$ cat config.mk
export PLATFORM = sky130hd
export DESIGN_NAME = apsel_top
export DESIGN_NICKNAME = d
export VERILOG_FILES = /design/src/apsel_pkg.sv /design/src/apsel_top.sv
export SDC_FILE = /design/constraint.sdc
export NUM_CORES = 1
export LEC_CHECK = 0
export BUFFER_PORTS_ARGS = -buffer_cell sky130_fd_sc_hd__buf_2
export CORE_MARGIN = 1.5
export CORE_UTILIZATION = 39
export DETAILED_ROUTE_END_ITERATION = 12
export GPL_TIMING_DRIVEN = 0
export PLACE_DENSITY = 0.83
export SLEW_MARGIN = 5
export SYNTH_ARGS = -nofsm -noshare
export SYNTH_HDL_FRONTEND = slang
export SYNTH_SLANG_ARGS = --single-unit
export TNS_END_PERCENT = 100
$ cat constraint.sdc
create_clock -name sys_clk -period 2.3 [get_ports sys_clk]
set_input_delay 0.115 -clock sys_clk [delete_from_list [all_inputs] [get_ports sys_clk]]
set_output_delay 0.115 -clock sys_clk [all_outputs]
set_load 0.02 [all_outputs]
$ cat src/apsel_pkg.sv
// package for the alternate pin select block: offsets, fields, resets, carriers
package apsel_pkg;
    // ******************************************************************
    // register map
    // ******************************************************************
    localparam logic [3:0] apsel_addr_select = 4'h0; // select register byte address
    localparam logic [3:0] apsel_addr_status = 4'h4; // routed-level status byte address
    localparam logic [7:0] apsel_select_reset = 8'h00; // every function on its default pin
    localparam logic [7:0] apsel_select_mask = 8'h1f; // implemented bits 4..0
    // ******************************************************************
    // field positions
    // ******************************************************************
    localparam int apsel_bit_pwm2_b = 4;
    localparam int apsel_bit_latch_inv = 3;
    localparam int apsel_bit_cmp2 = 2;
    localparam int apsel_bit_ss = 1;
    localparam int apsel_bit_capture2 = 0;
    localparam int apsel_nfunc = 5;
    // ******************************************************************
    // pin carriers
    // ******************************************************************
    // one entry per pin the block can drive
    typedef struct packed {
        logic rc0;
        logic rd2;
        logic ra5;
        logic ra0;
        logic rc1;
        logic rb3;
    } apsel_pins_t;
    // peripheral signals heading to the pins
    typedef struct packed {
        logic pwm2_output_b;
        logic latch_inverted_output;
        logic comparator2_output;
        logic capture2_out;
    } apsel_periph_out_t;
endpackage : apsel_pkg

$ cat src/apsel_top.sv
// alternate pin select: register over classic wishbone plus pin routing
// Behaviour
// - bit 4 zero puts pwm b on rc0
// - bit 4 one moves pwm b to rd2
// - bit 3 zero puts latch nq on ra5 while bit 2 is one
// - bit 2 zero puts comparator2 on ra5
// - bit 2 one moves comparator2 to ra0
// - bit 1 zero takes slave select from ra5
`timescale 1ns/1ps
`default_nettype none
module apsel_top #(
    parameter int data_width = 32 // wishbone data width
) (
    // clock and reset
    input wire logic sys_clk,
    input wire logic srst,
    // wishbone slave
    input wire logic wb_cyc_i,
    input wire logic wb_stb_i,
    input wire logic wb_we_i,
    input wire logic [3:0] wb_adr_i,
    input wire logic [3:0] wb_sel_i,
    input wire logic [data_width-1:0] wb_dat_i,
    output logic [data_width-1:0] wb_dat_o,
    output logic wb_ack_o,
    output logic wb_err_o,
    // peripheral side
    input wire apsel_pkg::apsel_periph_out_t periph_out,
    input wire logic periph_pwm2_b_en,
    output logic slave_select_in,
    output logic capture2_in,
    // pin side
    input wire apsel_pkg::apsel_pins_t pin_in,
    output apsel_pkg::apsel_pins_t pin_out,
    output apsel_pkg::apsel_pins_t pin_oe_n
);
    // ******************************************************************
    // elaboration check
    // ******************************************************************
    // byte lane 0 carries the register; the bus must be 32 bits wide
    if (data_width != 32) begin : g_bad_width
        $error("apsel_top: data_width must be 32");
    end
    // ******************************************************************
    // register and bus slave
    // ******************************************************************
    logic [7:0] alternate_pin_select; // the select register
    logic [7:0] next_alternate_pin_select;
    logic [data_width-1:0] next_wb_dat_o;
    logic next_wb_ack_o;
    logic next_wb_err_o;
    logic req; // request pending, not yet answered
    logic hit_sel; // address decodes the select register
    logic hit_stat; // address decodes the status byte
    apsel_pkg::apsel_pins_t next_pin_out;
    apsel_pkg::apsel_pins_t next_pin_oe_n;
    logic next_slave_select_in;
    logic next_capture2_in;
    logic [apsel_pkg::apsel_nfunc-1:0] status_lvl; // routed levels for readback

    // a fresh request only; the cycle after ack is ignored so no double write
    assign req = wb_cyc_i && wb_stb_i && !wb_ack_o && !wb_err_o;
    assign hit_sel = (wb_adr_i == apsel_pkg::apsel_addr_select);
    assign hit_stat = (wb_adr_i == apsel_pkg::apsel_addr_status);

    // next bus answer and register value
    always_comb begin
        next_alternate_pin_select = alternate_pin_select;
        next_wb_dat_o = '0;
        next_wb_ack_o = 1'b0;
        next_wb_err_o = 1'b0;
        // a write lands at the edge where the master sees ack, so a cycle
        // abandoned before ack leaves the routing alone
        // only lane 0 holds bits; reserved bits stay zero
        if (wb_cyc_i && wb_stb_i && wb_ack_o && wb_we_i && hit_sel
            && wb_sel_i[0]) begin
            next_alternate_pin_select = wb_dat_i[7:0] & apsel_pkg::apsel_select_mask;
        end
        if (req) begin
            if (hit_sel) begin
                next_wb_ack_o = 1'b1;
                // reads return the byte as it stands when the request is taken
                next_wb_dat_o[7:0] = alternate_pin_select;
            end else if (hit_stat) begin
                // status is read only; writes are acked and dropped
                next_wb_ack_o = 1'b1;
                next_wb_dat_o[apsel_pkg::apsel_nfunc-1:0] = status_lvl;
            end else begin
                // unmapped address answers with err
                next_wb_err_o = 1'b1;
            end
        end
    end

    // register the bus state
    always_ff @(posedge sys_clk) begin
        if (srst) begin
            alternate_pin_select <= apsel_pkg::apsel_select_reset;
            wb_dat_o <= '0;
            wb_ack_o <= 1'b0;
            wb_err_o <= 1'b0;
        end else begin
            alternate_pin_select <= next_alternate_pin_select;
            wb_dat_o <= next_wb_dat_o;
            wb_ack_o <= next_wb_ack_o;
            wb_err_o <= next_wb_err_o;
        end
    end

    // ******************************************************************
    // pin routing
    // ******************************************************************
    // select bits with their coined names
    logic pwm2_b_pin_sel;
    logic latch_inv_out_pin_sel;
    logic comparator2_out_pin_sel;
    logic slave_select_pin_sel;
    logic capture2_pin_sel;
    assign pwm2_b_pin_sel = alternate_pin_select[apsel_pkg::apsel_bit_pwm2_b];
    assign latch_inv_out_pin_sel = alternate_pin_select[apsel_pkg::apsel_bit_latch_inv];
    assign comparator2_out_pin_sel = alternate_pin_select[apsel_pkg::apsel_bit_cmp2];
    assign slave_select_pin_sel = alternate_pin_select[apsel_pkg::apsel_bit_ss];
    assign capture2_pin_sel = alternate_pin_select[apsel_pkg::apsel_bit_capture2];

    // two-way pick between default and alternate pin level; used by the
    // readback and by both peripheral inputs
    function automatic logic pick_level(input logic alt, input logic alt_lvl,
        input logic dflt_lvl);
        return alt ? alt_lvl : dflt_lvl;
    endfunction : pick_level

    // readback of what the routing presents: ss input, capture input, pin levels
    assign status_lvl = {pick_level(pwm2_b_pin_sel, pin_in.rd2, pin_in.rc0),
                         pick_level(latch_inv_out_pin_sel, pin_in.ra0, pin_in.ra5),
                         pick_level(comparator2_out_pin_sel, pin_in.ra0, pin_in.ra5),
                         slave_select_in, capture2_in};

    // next pin drive; comparator wins over latch when both claim one pin
    always_comb begin
        next_pin_out = '0;
        next_pin_oe_n = '1;
        // pwm b on rc0 or rd2, only while the pwm drives it
        if (periph_pwm2_b_en) begin
            if (!pwm2_b_pin_sel) begin
                next_pin_out.rc0 = periph_out.pwm2_output_b;
                next_pin_oe_n.rc0 = 1'b0;
            end else begin
                next_pin_out.rd2 = periph_out.pwm2_output_b;
                next_pin_oe_n.rd2 = 1'b0;
            end
        end
        // latch inverted output
        if (!latch_inv_out_pin_sel) begin
            next_pin_out.ra5 = periph_out.latch_inverted_output;
            next_pin_oe_n.ra5 = 1'b0;
        end else begin
            next_pin_out.ra0 = periph_out.latch_inverted_output;
            next_pin_oe_n.ra0 = 1'b0;
        end
        // comparator 2 output, assigned later so it has priority
        if (!comparator2_out_pin_sel) begin
            next_pin_out.ra5 = periph_out.comparator2_output;
            next_pin_oe_n.ra5 = 1'b0;
        end else begin
            next_pin_out.ra0 = periph_out.comparator2_output;
            next_pin_oe_n.ra0 = 1'b0;
        end
        // capture 2 output pin
        if (!capture2_pin_sel) begin
            next_pin_out.rc1 = periph_out.capture2_out;
            next_pin_oe_n.rc1 = 1'b0;
        end else begin
            next_pin_out.rb3 = periph_out.capture2_out;
            next_pin_oe_n.rb3 = 1'b0;
        end
        // inputs toward peripherals
        next_slave_select_in = pick_level(slave_select_pin_sel, pin_in.ra0,
            pin_in.ra5);
        next_capture2_in = pick_level(capture2_pin_sel, pin_in.rb3, pin_in.rc1);
    end

    // register the pin side; one cycle of latency keeps outputs glitch free
    always_ff @(posedge sys_clk) begin
        if (srst) begin
            pin_out <= '0;
            pin_oe_n <= '1;
            slave_select_in <= 1'b1;
            capture2_in <= 1'b0;
        end else begin
            pin_out <= next_pin_out;
            pin_oe_n <= next_pin_oe_n;
            slave_select_in <= next_slave_select_in;
            capture2_in <= next_capture2_in;
        end
    end

    // ******************************************************************
    // assertions
    // ******************************************************************
    property p_pwm_default;
        @(posedge sys_clk) disable iff (srst)
        (!pwm2_b_pin_sel && periph_pwm2_b_en) |=> (!pin_oe_n.rc0 && pin_oe_n.rd2
            && pin_out.rc0 == $past(periph_out.pwm2_output_b));
    endproperty
    a_pwm_default: assert property (p_pwm_default) else $error("pwm b not on rc0");
    property p_pwm_alt;
        @(posedge sys_clk) disable iff (srst)
        (pwm2_b_pin_sel && periph_pwm2_b_en) |=> (!pin_oe_n.rd2 && pin_oe_n.rc0
            && pin_out.rd2 == $past(periph_out.pwm2_output_b));
    endproperty
    a_pwm_alt: assert property (p_pwm_alt) else $error("pwm b not on rd2");
    property p_latch_default;
        @(posedge sys_clk) disable iff (srst)
        (!latch_inv_out_pin_sel && comparator2_out_pin_sel) |=> (!pin_oe_n.ra5
            && pin_out.ra5 == $past(periph_out.latch_inverted_output));
    endproperty
    a_latch_default: assert property (p_latch_default) else $error("latch not on ra5");
    property p_cmp_default;
        @(posedge sys_clk) disable iff (srst)
        !comparator2_out_pin_sel |=> (!pin_oe_n.ra5
            && pin_out.ra5 == $past(periph_out.comparator2_output));
    endproperty
    a_cmp_default: assert property (p_cmp_default) else $error("comparator not on ra5");
    property p_cmp_alt;
        @(posedge sys_clk) disable iff (srst)
        comparator2_out_pin_sel |=> (!pin_oe_n.ra0
            && pin_out.ra0 == $past(periph_out.comparator2_output));
    endproperty
    a_cmp_alt: assert property (p_cmp_alt) else $error("comparator not on ra0");
    property p_ss_default;
        @(posedge sys_clk) disable iff (srst)
        !slave_select_pin_sel |=> (slave_select_in == $past(pin_in.ra5));
    endproperty
    a_ss_default: assert property (p_ss_default) else $error("ss not from ra5");
    property p_ss_alt;
        @(posedge sys_clk) disable iff (srst)
        slave_select_pin_sel |=> (slave_select_in == $past(pin_in.ra0));
    endproperty
    a_ss_alt: assert property (p_ss_alt) else $error("ss not from ra0");
    property p_latch_alt;
        @(posedge sys_clk) disable iff (srst)
        (latch_inv_out_pin_sel && !comparator2_out_pin_sel) |=> (!pin_oe_n.ra0
            && pin_out.ra0 == $past(periph_out.latch_inverted_output));
    endproperty
    a_latch_alt: assert property (p_latch_alt) else $error("latch not on ra0");
    property p_ack_pulse;
        @(posedge sys_clk) disable iff (srst)
        wb_ack_o |=> !wb_ack_o;
    endproperty
    a_ack_pulse: assert property (p_ack_pulse) else $error("ack longer than one cycle");
    // a released pwm leaves both of its pins to the port
    property p_pwm_idle;
        @(posedge sys_clk) disable iff (srst)
        !periph_pwm2_b_en |=> (pin_oe_n.rc0 && pin_oe_n.rd2);
    endproperty
    a_pwm_idle: assert property (p_pwm_idle) else $error("pwm b pin driven while idle");
    // capture unit output and input share one pin either way
    property p_cap_default;
        @(posedge sys_clk) disable iff (srst)
        !capture2_pin_sel |=> (!pin_oe_n.rc1 && pin_oe_n.rb3
            && pin_out.rc1 == $past(periph_out.capture2_out)
            && capture2_in == $past(pin_in.rc1));
    endproperty
    a_cap_default: assert property (p_cap_default) else $error("capture not on rc1");
    property p_cap_alt;
        @(posedge sys_clk) disable iff (srst)
        capture2_pin_sel |=> (!pin_oe_n.rb3 && pin_oe_n.rc1
            && pin_out.rb3 == $past(periph_out.capture2_out)
            && capture2_in == $past(pin_in.rb3));
    endproperty
    a_cap_alt: assert property (p_cap_alt) else $error("capture not on rb3");
    // ******************************************************************
    // bus assertions
    // ******************************************************************
    // every accepted request is answered in the next cycle
    property p_answer;
        @(posedge sys_clk) disable iff (srst)
        req |=> (wb_ack_o || wb_err_o);
    endproperty
    a_answer: assert property (p_answer) else $error("request not answered");
    // read data is the register as it stood when the request was taken
    property p_read_back;
        @(posedge sys_clk) disable iff (srst)
        (req && hit_sel && !wb_we_i) |=> (wb_dat_o[7:0] == $past(alternate_pin_select));
    endproperty
    a_read_back: assert property (p_read_back) else $error("select readback wrong");
    // a write seen with ack shows in the register one edge later, masked
    property p_write_lands;
        @(posedge sys_clk) disable iff (srst)
        (wb_cyc_i && wb_stb_i && wb_ack_o && wb_we_i && hit_sel && wb_sel_i[0])
            |=> (alternate_pin_select == (8'($past(wb_dat_i)) & apsel_pkg::apsel_select_mask));
    endproperty
    a_write_lands: assert property (p_write_lands) else $error("select write lost");
    // reserved bits 7..5 never hold a one
    property p_reserved_zero;
        @(posedge sys_clk) disable iff (srst)
        (alternate_pin_select & ~apsel_pkg::apsel_select_mask) == 8'h00;
    endproperty
    a_reserved_zero: assert property (p_reserved_zero) else $error("reserved select bit set");
    c_write_sel: cover property (@(posedge sys_clk) disable iff (srst)
        req && hit_sel && wb_we_i ##1 wb_ack_o);
    c_pwm_move: cover property (@(posedge sys_clk) disable iff (srst)
        !pwm2_b_pin_sel ##1 pwm2_b_pin_sel);
    c_err: cover property (@(posedge sys_clk) disable iff (srst) wb_err_o);
    c_status_read: cover property (@(posedge sys_clk) disable iff (srst)
        req && hit_stat && !wb_we_i ##1 wb_ack_o);
    c_ss_alt: cover property (@(posedge sys_clk) disable iff (srst) slave_select_pin_sel);
endmodule : apsel_top
`default_nettype wire

==> results.md, run 1 <==
Clock tree:
- The number of gates resized after CTS was 0.
- The clock latency reported for the late side of the worst-skew pair is 0.31 ns.
- The clock transition at the register clock pins on the worst setup and hold paths after CTS is 0.13 ns.
- The number of buffers on the longest clock path is 2.
- The count of hold-fix buffers inserted at cts is 1.
- The number of clock sinks is 26.
- The count of buffers added by post-CTS timing repair for setup is 0.
- The total clock buffers created by CTS is 3.
- The clock tree from TritonCTS is yes.
- The tree is rooted in a clkbuf_4.
- The maximum level of the CTS H-tree is 1.

Power:
- The clock network burns 33.1% of the power.
- The power density over the cells is 591 nW/um2.
- The reported leakage power is 0.801 nW.
- Of the total power, the share spent switching nets is 23.5%.
- The share of total power in combinational logic is 16.3%.
- IR analysis of the VDD net gives a maximum drop of slightly above 0.5 mV.
- Cell internal power was estimated by the tool at 0.000699 W.
- The total power consumption of the routed design is 0.000913 W.
- The switching power summed over all nets is about 0.00021 W.
- Sequential cells account for between 50% and 60% of the total power.

Final layout:
- The antenna diode count is 0.
- The area taken by multi-input logic gates is about 470 um2.
- In the final layout, flip-flops and latches occupy roughly 520 um2.
- The area growth from synthesis to layout is 37.8%.
- The number of fill cells is roughly 250.
- The post-layout net count is 252.
- Cells with a size suffix above 1 make up 41.5% of the layout.

Logic synthesis:
- The commonest cells after synthesis are buf_4 (27), dfxtp_1 (26), nor2_1 (9).
- After synthesis, the cell types taking the most area are dfxtp_1 (46%), buf_4 (18%), mux2i_1 (5.4%), a21oi_1 (3.1%), nor2_1 (3.0%).
- The average footprint of a synthesized cell is 9.42 um2.
- The number of storage elements in the synthesis netlist is 26.
- The number of cells produced by synthesis is 119.
- The share of the synthesized area in the top cell type is 46.4%.
- By instance count, the leading cell after synthesis is buf_4.
- The fraction of the yosys area taken by sequential cells is 46.4%.
- For this run, the number of Yosys warnings is 0.
- The cell area that synthesis handed to floorplanning was roughly 1100 um2.
- The distinct cell type count of the synthesized netlist is 28.
- Among all flip-flop cells after synthesis, the most frequent one is dfxtp_1.
- The number of flops mapped to enable cells by yosys is 0.
- The largest area contributor in the netlist is dfxtp_1.
- The proportion of synthesized flip-flops having asynchronous set or reset is 0%.

STA:
- Dividing the final minimum period by the clock period gives 51.2%.
- The final count of negative-setup-slack endpoints is 0.
- The count of final hold-check violations came to 0.
- The actual transition at the worst max-transition pin is roughly 0.59 ns.
- In the final timing run, aggregate negative setup slack is 0 ns.
- Clock skew on the completed layout was measured at 0.00193 ns.
- Setup repair after global routing left no endpoint under its margin.
- Timing would allow up to between 0.8 and 0.9 GHz.
- The relative max-transition margin is around three fifths.
- The final count of pins violating max slew came to 0.
- The time the final worst path needs with I/O delays and setup is 1.18 ns.

Routing:
- The first TritonRoute pass finished after 4 iterations.
- In this run, the number of DRC markers left after iteration 0 of detailed routing was 37.
- The wire length per cell is roughly 9.3 um.
- In the routed layout, each cell is associated on average with a via count of 4.23.
- The via total after detailed routing is 957.
- After detailed routing, the total wire length is 2110 um.
- The detail route stage leaves a number of antenna-violating nets equal to 0.
- The remaining routing DRC violations is 0.

Placed design:
- The count of buffers from port buffering is 45.
- The placed wire-length estimate after detailed placement is 1710 um.
- The global placement routability congestion is 0.773.

Setup path:
- The standard cell with the maximum stage delay on the critical path is dfxtp_1.
- The worst path required time is 2.54 ns.
- The critical path in this run is classified as reg -> reg.
- The signal on the critical path passes through nor3_1, nand3_2, nor3_1.
- The startpoint of the most critical register-to-register path is wb_ack_o.
- STA classifies the critical path endpoint as a flop.
- The most common cell type on the critical path is nor3_1.
- Among cell families on the critical path, the largest total delay comes from simple AND/OR/NAND/NOR gates.
- The biggest cell delay along the critical path is 0.36 ns.
- Of all nets on the critical path, the largest fanout is 6.
- The most critical setup path has its startpoint at wb_ack_o.
- The critical path contains buffers and inverters numbering 0 combined.
- STA puts the critical path data arrival time at between 1 and 1.5 ns.
- The startpoint type of the worst setup path is a flop.

Die:
- In this run the core area contains 19 standard-cell rows.
- The die covers 3210 um2.
- The horizontal extent of the die is 56.6 um.
- In this run the standard cell core region covers approximately 2700 um2.
- The count of boundary I/O pins is 104.
- The initial utilization of the core area, before any placement, comes to 41.0%.
- The height of the die is between 50 and 60 um.

Global route:
- After global routing the overflow that remains totals 0.
- The number of global-route vias before repair is 865.
- For met1 alone, demand over resource in global routing was 13.9%.
- Entering global routing, the biggest net connects 16 pins.
- The first global-routing pass estimated 3370 um of wire.
- The met3 track utilization from global routing is 3.92%.
- The number of antenna violations at the first check in global routing is 0.
- The total routing usage reported by global routing is 13.0%.
- Global routing consumed, on the met2 layer, 24.8% of the routing resources.
- The layer flagged by global routing as most heavily used is met2.

Flow run:
- The max-capacitance violation count is 0.

Min path:
- The worst hold path begins at periph_out[0].
- The type of the worst min-delay path is in -> reg.

Status:
- The run finished with clean final reports.
worst register-to-register path: stages (launching register included):
cell	delay (ns)
dfxtp_1	0.36
nor3_1	0.30
nand3_2	0.20
nor3_1	0.24
layout make-up:
class | instances | area share [%]
Sequential cell | 26 | 33.7
Multi-Input combinational cell | 86 | 30.4
Timing Repair Buffer | 46 | 15.2
Buffer | 31 | 14.3
Tap cell | 31 | 2.51
Clock inverter | 1 | 1.94
Clock buffer | 3 | 1.46
Inverter | 2 | 0.486
placed cells by master (no fill, tap or decap), types with 4 or more instances in the layout:
cell	n
buf_2	47
buf_4	27
conb_1	27
dfxtp_1	26
nor2_1	9
a21oi_1	7
nand2_1	6
mux2i_1	6
o31ai_1	4
nor3_1	4
nand4_1	4
state kept, by name (all words and copies together), names as in the netlist:
| name | flops |
|---|---|
| alternate_pin_select | 5 |
| capture2_in | 1 |
| pin_oe_n | 6 |
| pin_out | 6 |
| slave_select_in | 1 |
| wb_ack_o | 1 |
| wb_dat_o | 5 |
| wb_err_o | 1 |
power groups by stage:
stage          combinational [W]  sequential, W  clock [W]
2_1_floorplan          0.0000985       0.000482          0
3_3_place_gp            0.000145       0.000471          0
3_5_place_dp            0.000146       0.000472          0
4_1_cts                 0.000148       0.000462   0.000311
5_1_grt                 0.000162       0.000462   0.000322
6_report                0.000149       0.000461   0.000302
logic make-up (layout without fill, tap and decap cells):
kind of cell           count (synthesis)  count (layout)  share of synthesized area, %
multiplexers                           6               6                          5.36
other                                  1              27                         0.335
buffers and inverters                 33              83                          20.3
AO/OA/AOI/OAI                         14              14                          7.92
AND/OR/NAND/NOR                       39              39                          19.6
flip-flops                            26              26                          46.4
worst paths after layout:
path                            slack (ns)  cells after the start           to
worst min register to register        0.50                      1  pin_oe_n[4]
worst max register to register        1.12                      3  wb_dat_o[4]
worst max-delay path                  1.12                      3  wb_dat_o[4]
worst min-delay path                  0.02                      3   pin_out[0]
routing by layer:
| layer | part of all wire, % | wire length [um] |
|---|---|---|
| met1 | 38 | 807 |
| met2 | 50 | 1050 |
| met3 | 12 | 249 |
| met4 | 0 | 0 |
| met5 | 0 | 0 |
metrics by stage:
step / hold slack [ns] / instance area (um2) / setup WS, ns / cells / utilization, %
floorplan: 0.177 / 1220 / 1.19 / 145 / -
global placement: 0.313 / 1480 / 1.01 / 221 / 54.2
detailed placement: 0.307 / 1480 / 0.989 / 221 / 54.2
CTS: 0.0165 / 1550 / 1.13 / 226 / 56.5
global route: 0.0264 / 1550 / 1.05 / 226 / 56.5
finish: 0.0243 / 1550 / 1.12 / 226 / 56.5
No activity file was read; power rests on OpenSTA's default activity.
==> run 2, diff against run 1 <==
--- a/config.mk
+++ b/config.mk
@@ -5,12 +5,13 @@
 export SDC_FILE = /design/constraint.sdc
 export NUM_CORES = 1
 export LEC_CHECK = 0
+export ABC_AREA = 1
 export BUFFER_PORTS_ARGS = -buffer_cell sky130_fd_sc_hd__buf_2
 export CORE_MARGIN = 1.5
-export CORE_UTILIZATION = 39
+export CORE_UTILIZATION = 33
 export DETAILED_ROUTE_END_ITERATION = 12
 export GPL_TIMING_DRIVEN = 0
-export PLACE_DENSITY = 0.83
+export PLACE_DENSITY = 0.73
 export SLEW_MARGIN = 5
 export SYNTH_ARGS = -nofsm -noshare
 export SYNTH_HDL_FRONTEND = slang
==> constraint.sdc (replaced) <==
create_clock -name sys_clk -period 1 [get_ports sys_clk]
set_input_delay 0.05 -clock sys_clk [delete_from_list [all_inputs] [get_ports sys_clk]]
set_output_delay 0.05 -clock sys_clk [all_outputs]
set_load 0.02 [all_outputs]
==> run 2 against run 1 <==
Against the previous run: critical path depth is 2 higher; sequential cell count did not move; critical path type unchanged; fmax up 27%; area after synthesis rose by 5.7%; register-to-register slack got worse by 1.0 ns; hold slack worse by 0.0091 ns; sequential share of layout area shrank 3.8 points; cell count increased by 26%; global-route usage fell by 1.6 points.
==> results.md, run 2 <==
Final layout:
- The post-layout net count is 296.
- The layout cell share with drive strength beyond 1 is 40.2%.
- In the layout the commonest cells are buf_2 (47), buf_4 (27), conb_1 (27).
- Leaving out fill and tap cells, the most frequent cell in the layout is buf_2.
- The antenna diode count is 0.
- The filler cells instantiated in the layout total 322.
- The largest registers in the layout are pin_oe_n (6), pin_out (6).
- Once layout is done, the placed cells without fillers occupy roughly 1800 um2.
- The growth of design area from synthesis to finish is 47.8%.

STA:
- Setup violations remaining at the end of the flow were counted as 0.
- The final clock skew is 0.00435 ns.
- The routed design could run at a clock period as short as 0.926 ns.
- Timing would allow up to around 1.1 GHz.
- The final count of pins violating max slew was 0.
- The count of final hold-check violations is 0.
- The final total negative setup slack is 0 ns.
- The fraction of the cycle the final worst path needs is 92.6%.
- Setup repair after global routing left no endpoint under its margin.

Logic synthesis:
- The proportion of synthesized flip-flops having asynchronous set or reset is 0%.
- The top cell type by area accounts for ~44% of the synthesized area.
- The most instantiated flip-flop cell in the synthesis netlist is dfxtp_1.
- buf_4 is the most common cell in the netlist.
- The average footprint of a synthesized cell is 7.74 um2.
- The biggest area contributor in the post-synthesis netlist is dfxtp_1.
- The number of storage elements in the synthesis netlist is 26.
- The commonest cells after synthesis are buf_4 (27), dfxtp_1 (26), nand2_1 (21).
- For this run, the register share of the synthesized area comes to 43.9%.
- By area the synthesized netlist is led by dfxtp_1 (44%), buf_4 (17%), nand2_1 (6.7%), nor2_1 (6.0%), nand3_1 (5.9%).
- The distinct cell type count of the synthesized netlist is 21.
- The cell area that synthesis handed to floorplanning was around 1200 um2.
- The number of warnings issued by yosys is 0.
- The number of flops mapped to enable cells by yosys is 0.
- The number of cells produced by synthesis is 153.

Setup path:
- STA puts the critical path data required time at about 1.2 ns.
- The critical path capture point type is a flop.
- Along the worst path, the maximum fanout reaches 5.
- For the worst setup path, the data arrival time is 1.15 ns.
- Counting cells, the worst reg-to-reg path comes to 5.
- The startpoint-to-endpoint class of the critical path is reg -> reg.
- STA classifies the critical path startpoint as a flop.

Global route:
- The number of global-route vias before repair is 892.
- Summed over all layers, the global routing overflow is 0.
- The first global-routing pass estimated 3570 um of wire.
- The total routing usage reported by global routing is 11.3%.
- The number of antenna violations at the first check in global routing is 0.
- Entering global routing, the biggest net connects 16 pins.

Die:
- The die covers 3960 um2.
- The initial utilization of the core area, before any placement, comes to 35.0%.
- The count of boundary I/O pins is around 100.
- The height of the die is 62.9 um.
- From left edge to right edge, the die measures 62.9 um.
- The floorplan step defined a core boundary enclosing 3390 um2.
- The floorplan has 21 rows.

Routing:
- Once detail routing completed, the nets flagged for antenna violations numbered 0.
- The final route contains 1,055 vias.
- The first-pass iteration count of the detailed router is 4.
- After detailed routing, the total wire length is 2370 um.
- In the final routed layout, each cell accounts on average for about 8.3 um.
- For this block, the initial DRC count from the detailed router was 24.
- The detail-routed via count per cell is 3.70.
- After detailed routing, the number of remaining DRC violations is 0.

Power:
- VDD sags by at most 0.526 mV.
- The total power consumption of the routed design is 0.00215 W.
- The power density over the cells is 1230 nW/um2.
- In this run the static leakage power is slightly above 0.9 nW.

Clock tree:
- Once the clock tree was built, the setup fixing pass inserted 0 buffers.
- Clock-pin slew was measured on the worst setup and hold paths at 0.14 ns.
- The maximum level of the CTS H-tree is 1.
- The clock drives 26 sinks.
- The tree is rooted in a clkbuf_4.
- The total clock buffers created by CTS is 3.
- TritonCTS built the clock tree.
- Clock latency on the worst-skew pair, taken at its later pin, is 0.31 ns.
- The number of buffers on the longest clock path is 2.

Placed design:
- The placement-stage cell area is 1580 um2.
- The count of buffers from port buffering is 46.
- The global placement routability congestion is between 0.8 and 0.9.
- The placed wire-length estimate after detailed placement is ~1800 um.

Status:
- The flow ran to the end, and the final reports show no timing, DRC or antenna violations.

Min path:
- The count of cells along the worst hold path is 3.
- The type of the worst min-delay path is in -> reg.

Flow run:
- The max-capacitance violation count is 0.
==> run 2: cell count changes in the layout (fill, tap and decap cells not counted), sizes merged, moves of 6 or more <==
cell | before | now
mux2i | 6 | 0
nand2 | 6 | 24
nand3 | 1 | 14
nor2 | 9 | 22
inv | 2 | 20
dlygate4sd3 | 1 | 9
==> run 2: area by class of cell <==
cell class,count,area [um2],area share [%]
inverters,22,82.6,4.71
clock buffers,3,22.5,1.29
flip-flops and latches,26,524,29.9
multi-input cells,103,495,28.3
clock inverters,1,30.0,1.71
repair buffers,55,320,18.3
plain buffers,29,219,12.5
well taps,46,57.6,3.29
==> run 2: metal layers <==
layer | up-vias | share of wire [%] | wire, um | GRT usage, %
li1 | 592 | - | - | -
met1 | 409 | 40 | 945 | 11.9
met2 | 50 | 47 | 1120 | 20.7
met3 | 4 | 11 | 270 | 3.24
met4 | 0 | 1.6 | 38 | 5.00
met5 | - | 0 | 0 | 0
==> run 2: through the flow <==
step	util (%)	hold slack, ns	std cells	setup WS (ns)
3_5_place_dp	46.5	0.280	271	0.0298
2_1_floorplan	-	0.150	179	0.0396
5_1_grt	51.7	0.0348	285	0.00131
3_3_place_gp	46.5	0.271	271	0.0467
4_1_cts	50.7	0.00256	284	0.0141
6_report	51.7	0.0152	285	0.0742
==> run 2: path summary, 6_finish.rpt <==
| path | start | endpoint | slack, ns |
|---|---|---|---|
| max | wb_ack_o | alternate_pin_select[0] | 0.07 |
| min reg2reg | slave_select_in | wb_dat_o[1] | 0.48 |
| max reg2reg | wb_ack_o | alternate_pin_select[0] | 0.07 |
| min | periph_out[1] | pin_out[3] | 0.02 |
==> run 2: what timing repair did <==
item                       in CTS  in global routing
setup endpoints to repair       0                 11
hold endpoints to repair        9                  0
gates resized for setup         0                  7
hold buffers                    9                  0
==> run 2: report_power, final <==
group | switching [W] | internal (W) | total (W)
Combinational | 0.000218 | 0.000167 | 0.000385
Sequential | 0.00000702 | 0.00106 | 0.00106
Clock | 0.000299 | 0.000405 | 0.000704
Total | 0.000524 | 0.00163 | 0.00215
==> run 2: cell families after synthesis <==
group	count (synthesis)	share of synthesized area [%]
AO/OA/AOI/OAI	12	6.02
buffers and inverters	51	25.4
flip-flops	26	43.9
other	1	0.316
AND/OR/NAND/NOR	63	24.3
==> run 2: worst max-delay path, cell delays in order (launching register included) <==
cell	delay, ns
dfxtp_2	0.38
nand3_4	0.10
nor2_4	0.17
nand3_1	0.09
nand2_1	0.07
nor2_1	0.03
==> run 3, diff against run 2 <==
--- a/config.mk
+++ b/config.mk
@@ -8,10 +8,10 @@
 export ABC_AREA = 1
 export BUFFER_PORTS_ARGS = -buffer_cell sky130_fd_sc_hd__buf_2
 export CORE_MARGIN = 1.5
-export CORE_UTILIZATION = 33
+export CORE_UTILIZATION = 40
 export DETAILED_ROUTE_END_ITERATION = 12
 export GPL_TIMING_DRIVEN = 0
-export PLACE_DENSITY = 0.73
+export PLACE_DENSITY = 0.83
 export SLEW_MARGIN = 5
 export SYNTH_ARGS = -nofsm -noshare
 export SYNTH_HDL_FRONTEND = slang
==> constraint.sdc (replaced) <==
create_clock -name sys_clk -period 1.1 [get_ports sys_clk]
set_input_delay 0.055 -clock sys_clk [delete_from_list [all_inputs] [get_ports sys_clk]]
set_output_delay 0.055 -clock sys_clk [all_outputs]
set_load 0.02 [all_outputs]
==> run 3 against run 2 <==
Against the previous run: register-to-register slack better by 0.06 ns; sequential cell count is the same; clock power fell by 7.2%; setup slack improved by 0.024 ns; global-route usage grew 2.8 points; first-iteration DRC count up 4.2%; largest cell class unchanged; largest power group unchanged; highest routed layer unchanged.
==> results.md, run 3 (synthesized netlist as in run 2, its figures left out) <==
Setup path:
- In this design, the stage delay of the slowest critical-path cell is 0.53 ns.
- The most common cell type on the critical path is inv_2.
- The worst path required time is 1.36 ns.
- Among all stages on the critical path, the largest delay is contributed by dlygate4sd3_1.
- The critical path in this run is classified as in -> reg.
- The maximum fanout count along the critical path is 5.
- The signal on the critical path passes through dlygate4sd3_1, buf_2, inv_2, nand2_1, nor3_4, inv_2, nor2_1.
- The cell family with the largest share of critical-path delay is buffers and inverters.
- The critical path capture point type is a flop.
- Data arrives at the worst endpoint at roughly 1.3 ns.
- The startpoint type of the worst setup path is an input port.
- The critical path contains buffers and inverters numbering 4 combined.

Clock tree:
- TritonCTS built the clock tree.
- Counting the buffers created by CTS gives 3.
- The tree is rooted in a clkbuf_4.
- CTS saw 26 sinks.
- In this run the number of H-tree levels came out at 1.
- The clock transition at the register clock pins on the worst setup and hold paths after CTS is between 0.1 and 0.15 ns.
- The clock latency reported for the late side of the worst-skew pair is 0.32 ns.
- The count of buffers added by post-CTS timing repair for setup is 0.
- The number of buffers on the longest clock path is 2.

Power:
- The clock group share of total power is about a third.
- Across the VDD grid, the largest voltage drop is 0.862 mV.
- Of the total power, combinational logic draws 17.7%.
- The cell-internal power is 0.00148 W.
- The fraction of power consumed by sequential logic is 49.1%.
- The reported leakage power is just over 0.9 nW.
- The power density over the cells is 1150 nW/um2.
- The switching share of power is about a quarter.
- In this run the power spent charging and discharging nets is 0.000490 W.

Final layout:
- The layout has 243 filler cells.
- Leaving out fill and tap cells, the most frequent cells in the layout are buf_2 (47), buf_4 (27), conb_1 (27).
- The growth of design area from synthesis to finish is 44.6%.
- The largest registers in the layout are pin_oe_n (6), pin_out (6).
- After the last flow step, the layout net total stands at 295.
- With fillers left out, the area of the finished cells amounts to 1710 um2.
- The antenna diode count is 0.
- The leading cell type in the layout, fill and taps excluded is buf_2.
- The filler-free cell count of the finished design is ~270.
- Cells with a size suffix above 1 make up around 40% of the layout.

Global route:
- Global routing finished with a remaining overflow of 0.
- The number of antenna violations at the first check in global routing is 0.
- The number of global-route vias before repair is 870.
- The wire length of the first global-routing pass is 3650 um.
- Entering global routing, the biggest net connects 16 pins.
- For this run, the total global-route usage over all layers was measured as 14.1%.

Die:
- The floorplan step set the die height to approximately 57 um.
- The placeable core area is 2780 um2.
- The number of core rows is 19.
- The floorplan step defined a die boundary enclosing between 3000 and 4000 um2.
- The initial utilization of the core area, before any placement, comes to 42.6%.
- The die is between 50 and 60 um wide.
- The count of boundary I/O pins is 104.

Status:
- The flow ran to the end, and the final reports show no timing, DRC or antenna violations.

Placed design:
- The placement-stage cell area is 1560 um2.
- The placed wire-length estimate after detailed placement is roughly 1800 um.
- Routability-driven placement finished with a final weighted congestion of 0.721.
- During placement, the flow inserted port buffers numbering 46.
- OpenSTA, run right after detailed placement, puts the worst setup slack at 0.112 ns.
- Once placement completed, the tool counted placed cells totaling 256.

Routing:
- For this block, the via count after detailed routing is 1,090.
- The wire length per cell is roughly 9.5 um.
- The detailed-route wire length is around 2500 um.
- The remaining routing DRC violations is 0.
- The initial detailed-routing violation count is 25.
- The remaining antenna violation count is 0.
- The first detailed-routing pass took 4 iterations.
- The detail-routed via count per cell is between 4 and 5.

STA:
- In the final timing run, aggregate negative setup slack is 0 ns.
- Of the available clock period, the critical path in the final layout requires about nine tenths.
- The count of final hold-check violations came to 0.
- The final count of pins violating max slew is 0.
- The worst path needs 1.00 ns of the cycle, external delays included.
- The final clock skew is a little over 0.004 ns.
- The slack of the critical path is a little under 0.1 ns.
- The final worst hold slack is 0.00261 ns.
- The maximum clock frequency is 0.998 GHz.
- Setup repair after global routing left no endpoint under its margin.
- The final count of negative-setup-slack endpoints is 0.

Flow run:
- The tool flagged a number of max-cap violations equal to 0.

Min path:
- The type of the worst min-delay path is in -> reg.
run 3: changes by cell type in the layout (fill, tap and decap cells not counted), sizes merged:
| cell | before | now |
|---|---|---|
| dlygate4sd3 | 9 | 8 |
run 3: what timing repair did:
item | CTS | global route
setup endpoints to repair | 0 | 8
resized for setup | 0 | 5
endpoints found under the hold margin | 8 | 0
hold buffers | 8 | 0
run 3: final timing paths:
| check | from | to | slack, ns | cells after the start |
|---|---|---|---|---|
| max | srst | wb_err_o | 0.1 | 7 |
| min | periph_out[2] | pin_out[2] | 0.003 | 3 |
| max reg2reg | wb_ack_o | alternate_pin_select[3] | 0.13 | 5 |
| min reg2reg | capture2_in | wb_dat_o[0] | 0.47 | 2 |
run 3: layout make-up:
cell class	instances	area, um2	share of cell area (%)
sequential	26	522	30.5
multi-input combinational	103	488	28.5
timing repair buffer	54	310	18.1
buffer	29	219	12.8
inverter	22	82.6	4.82
tap	31	38.8	2.26
clock inverter	1	30.0	1.75
clock buffer	3	22.5	1.31
run 3: worst min-delay path, cell delays in order:
cell and delay (ns):
buf_2 0.11, nor2_1 0.08, nor3_1 0.05
run 3: metrics by stage:
step	power (W)	util, %
2_1_floorplan	0.00122	-
3_3_place_gp	0.00130	56.0
3_5_place_dp	0.00130	56.0
4_1_cts	0.00195	60.7
5_1_grt	0.00204	61.6
6_report	0.00197	61.6
run 3: metal layers:
layer,part of all wire [%],vias to the layer above,routed length [um],track usage [%]
li1,-,585,-,-
met2,51,49,1310,26.9
met4,0.82,0,21,5.98
met1,39,454,1000,15.0
met5,0,-,0,0
met3,8.5,2,216,2.27
run 3: power groups by stage:
stage | logic [W] | registers [W] | clock network, W
6_report | 0.000349 | 0.000966 | 0.000653
5_1_grt | 0.000375 | 0.000967 | 0.000702
4_1_cts | 0.000337 | 0.000964 | 0.000649
3_5_place_dp | 0.000315 | 0.000985 | 0
3_3_place_gp | 0.000311 | 0.000985 | 0
2_1_floorplan | 0.000215 | 0.00101 | 0
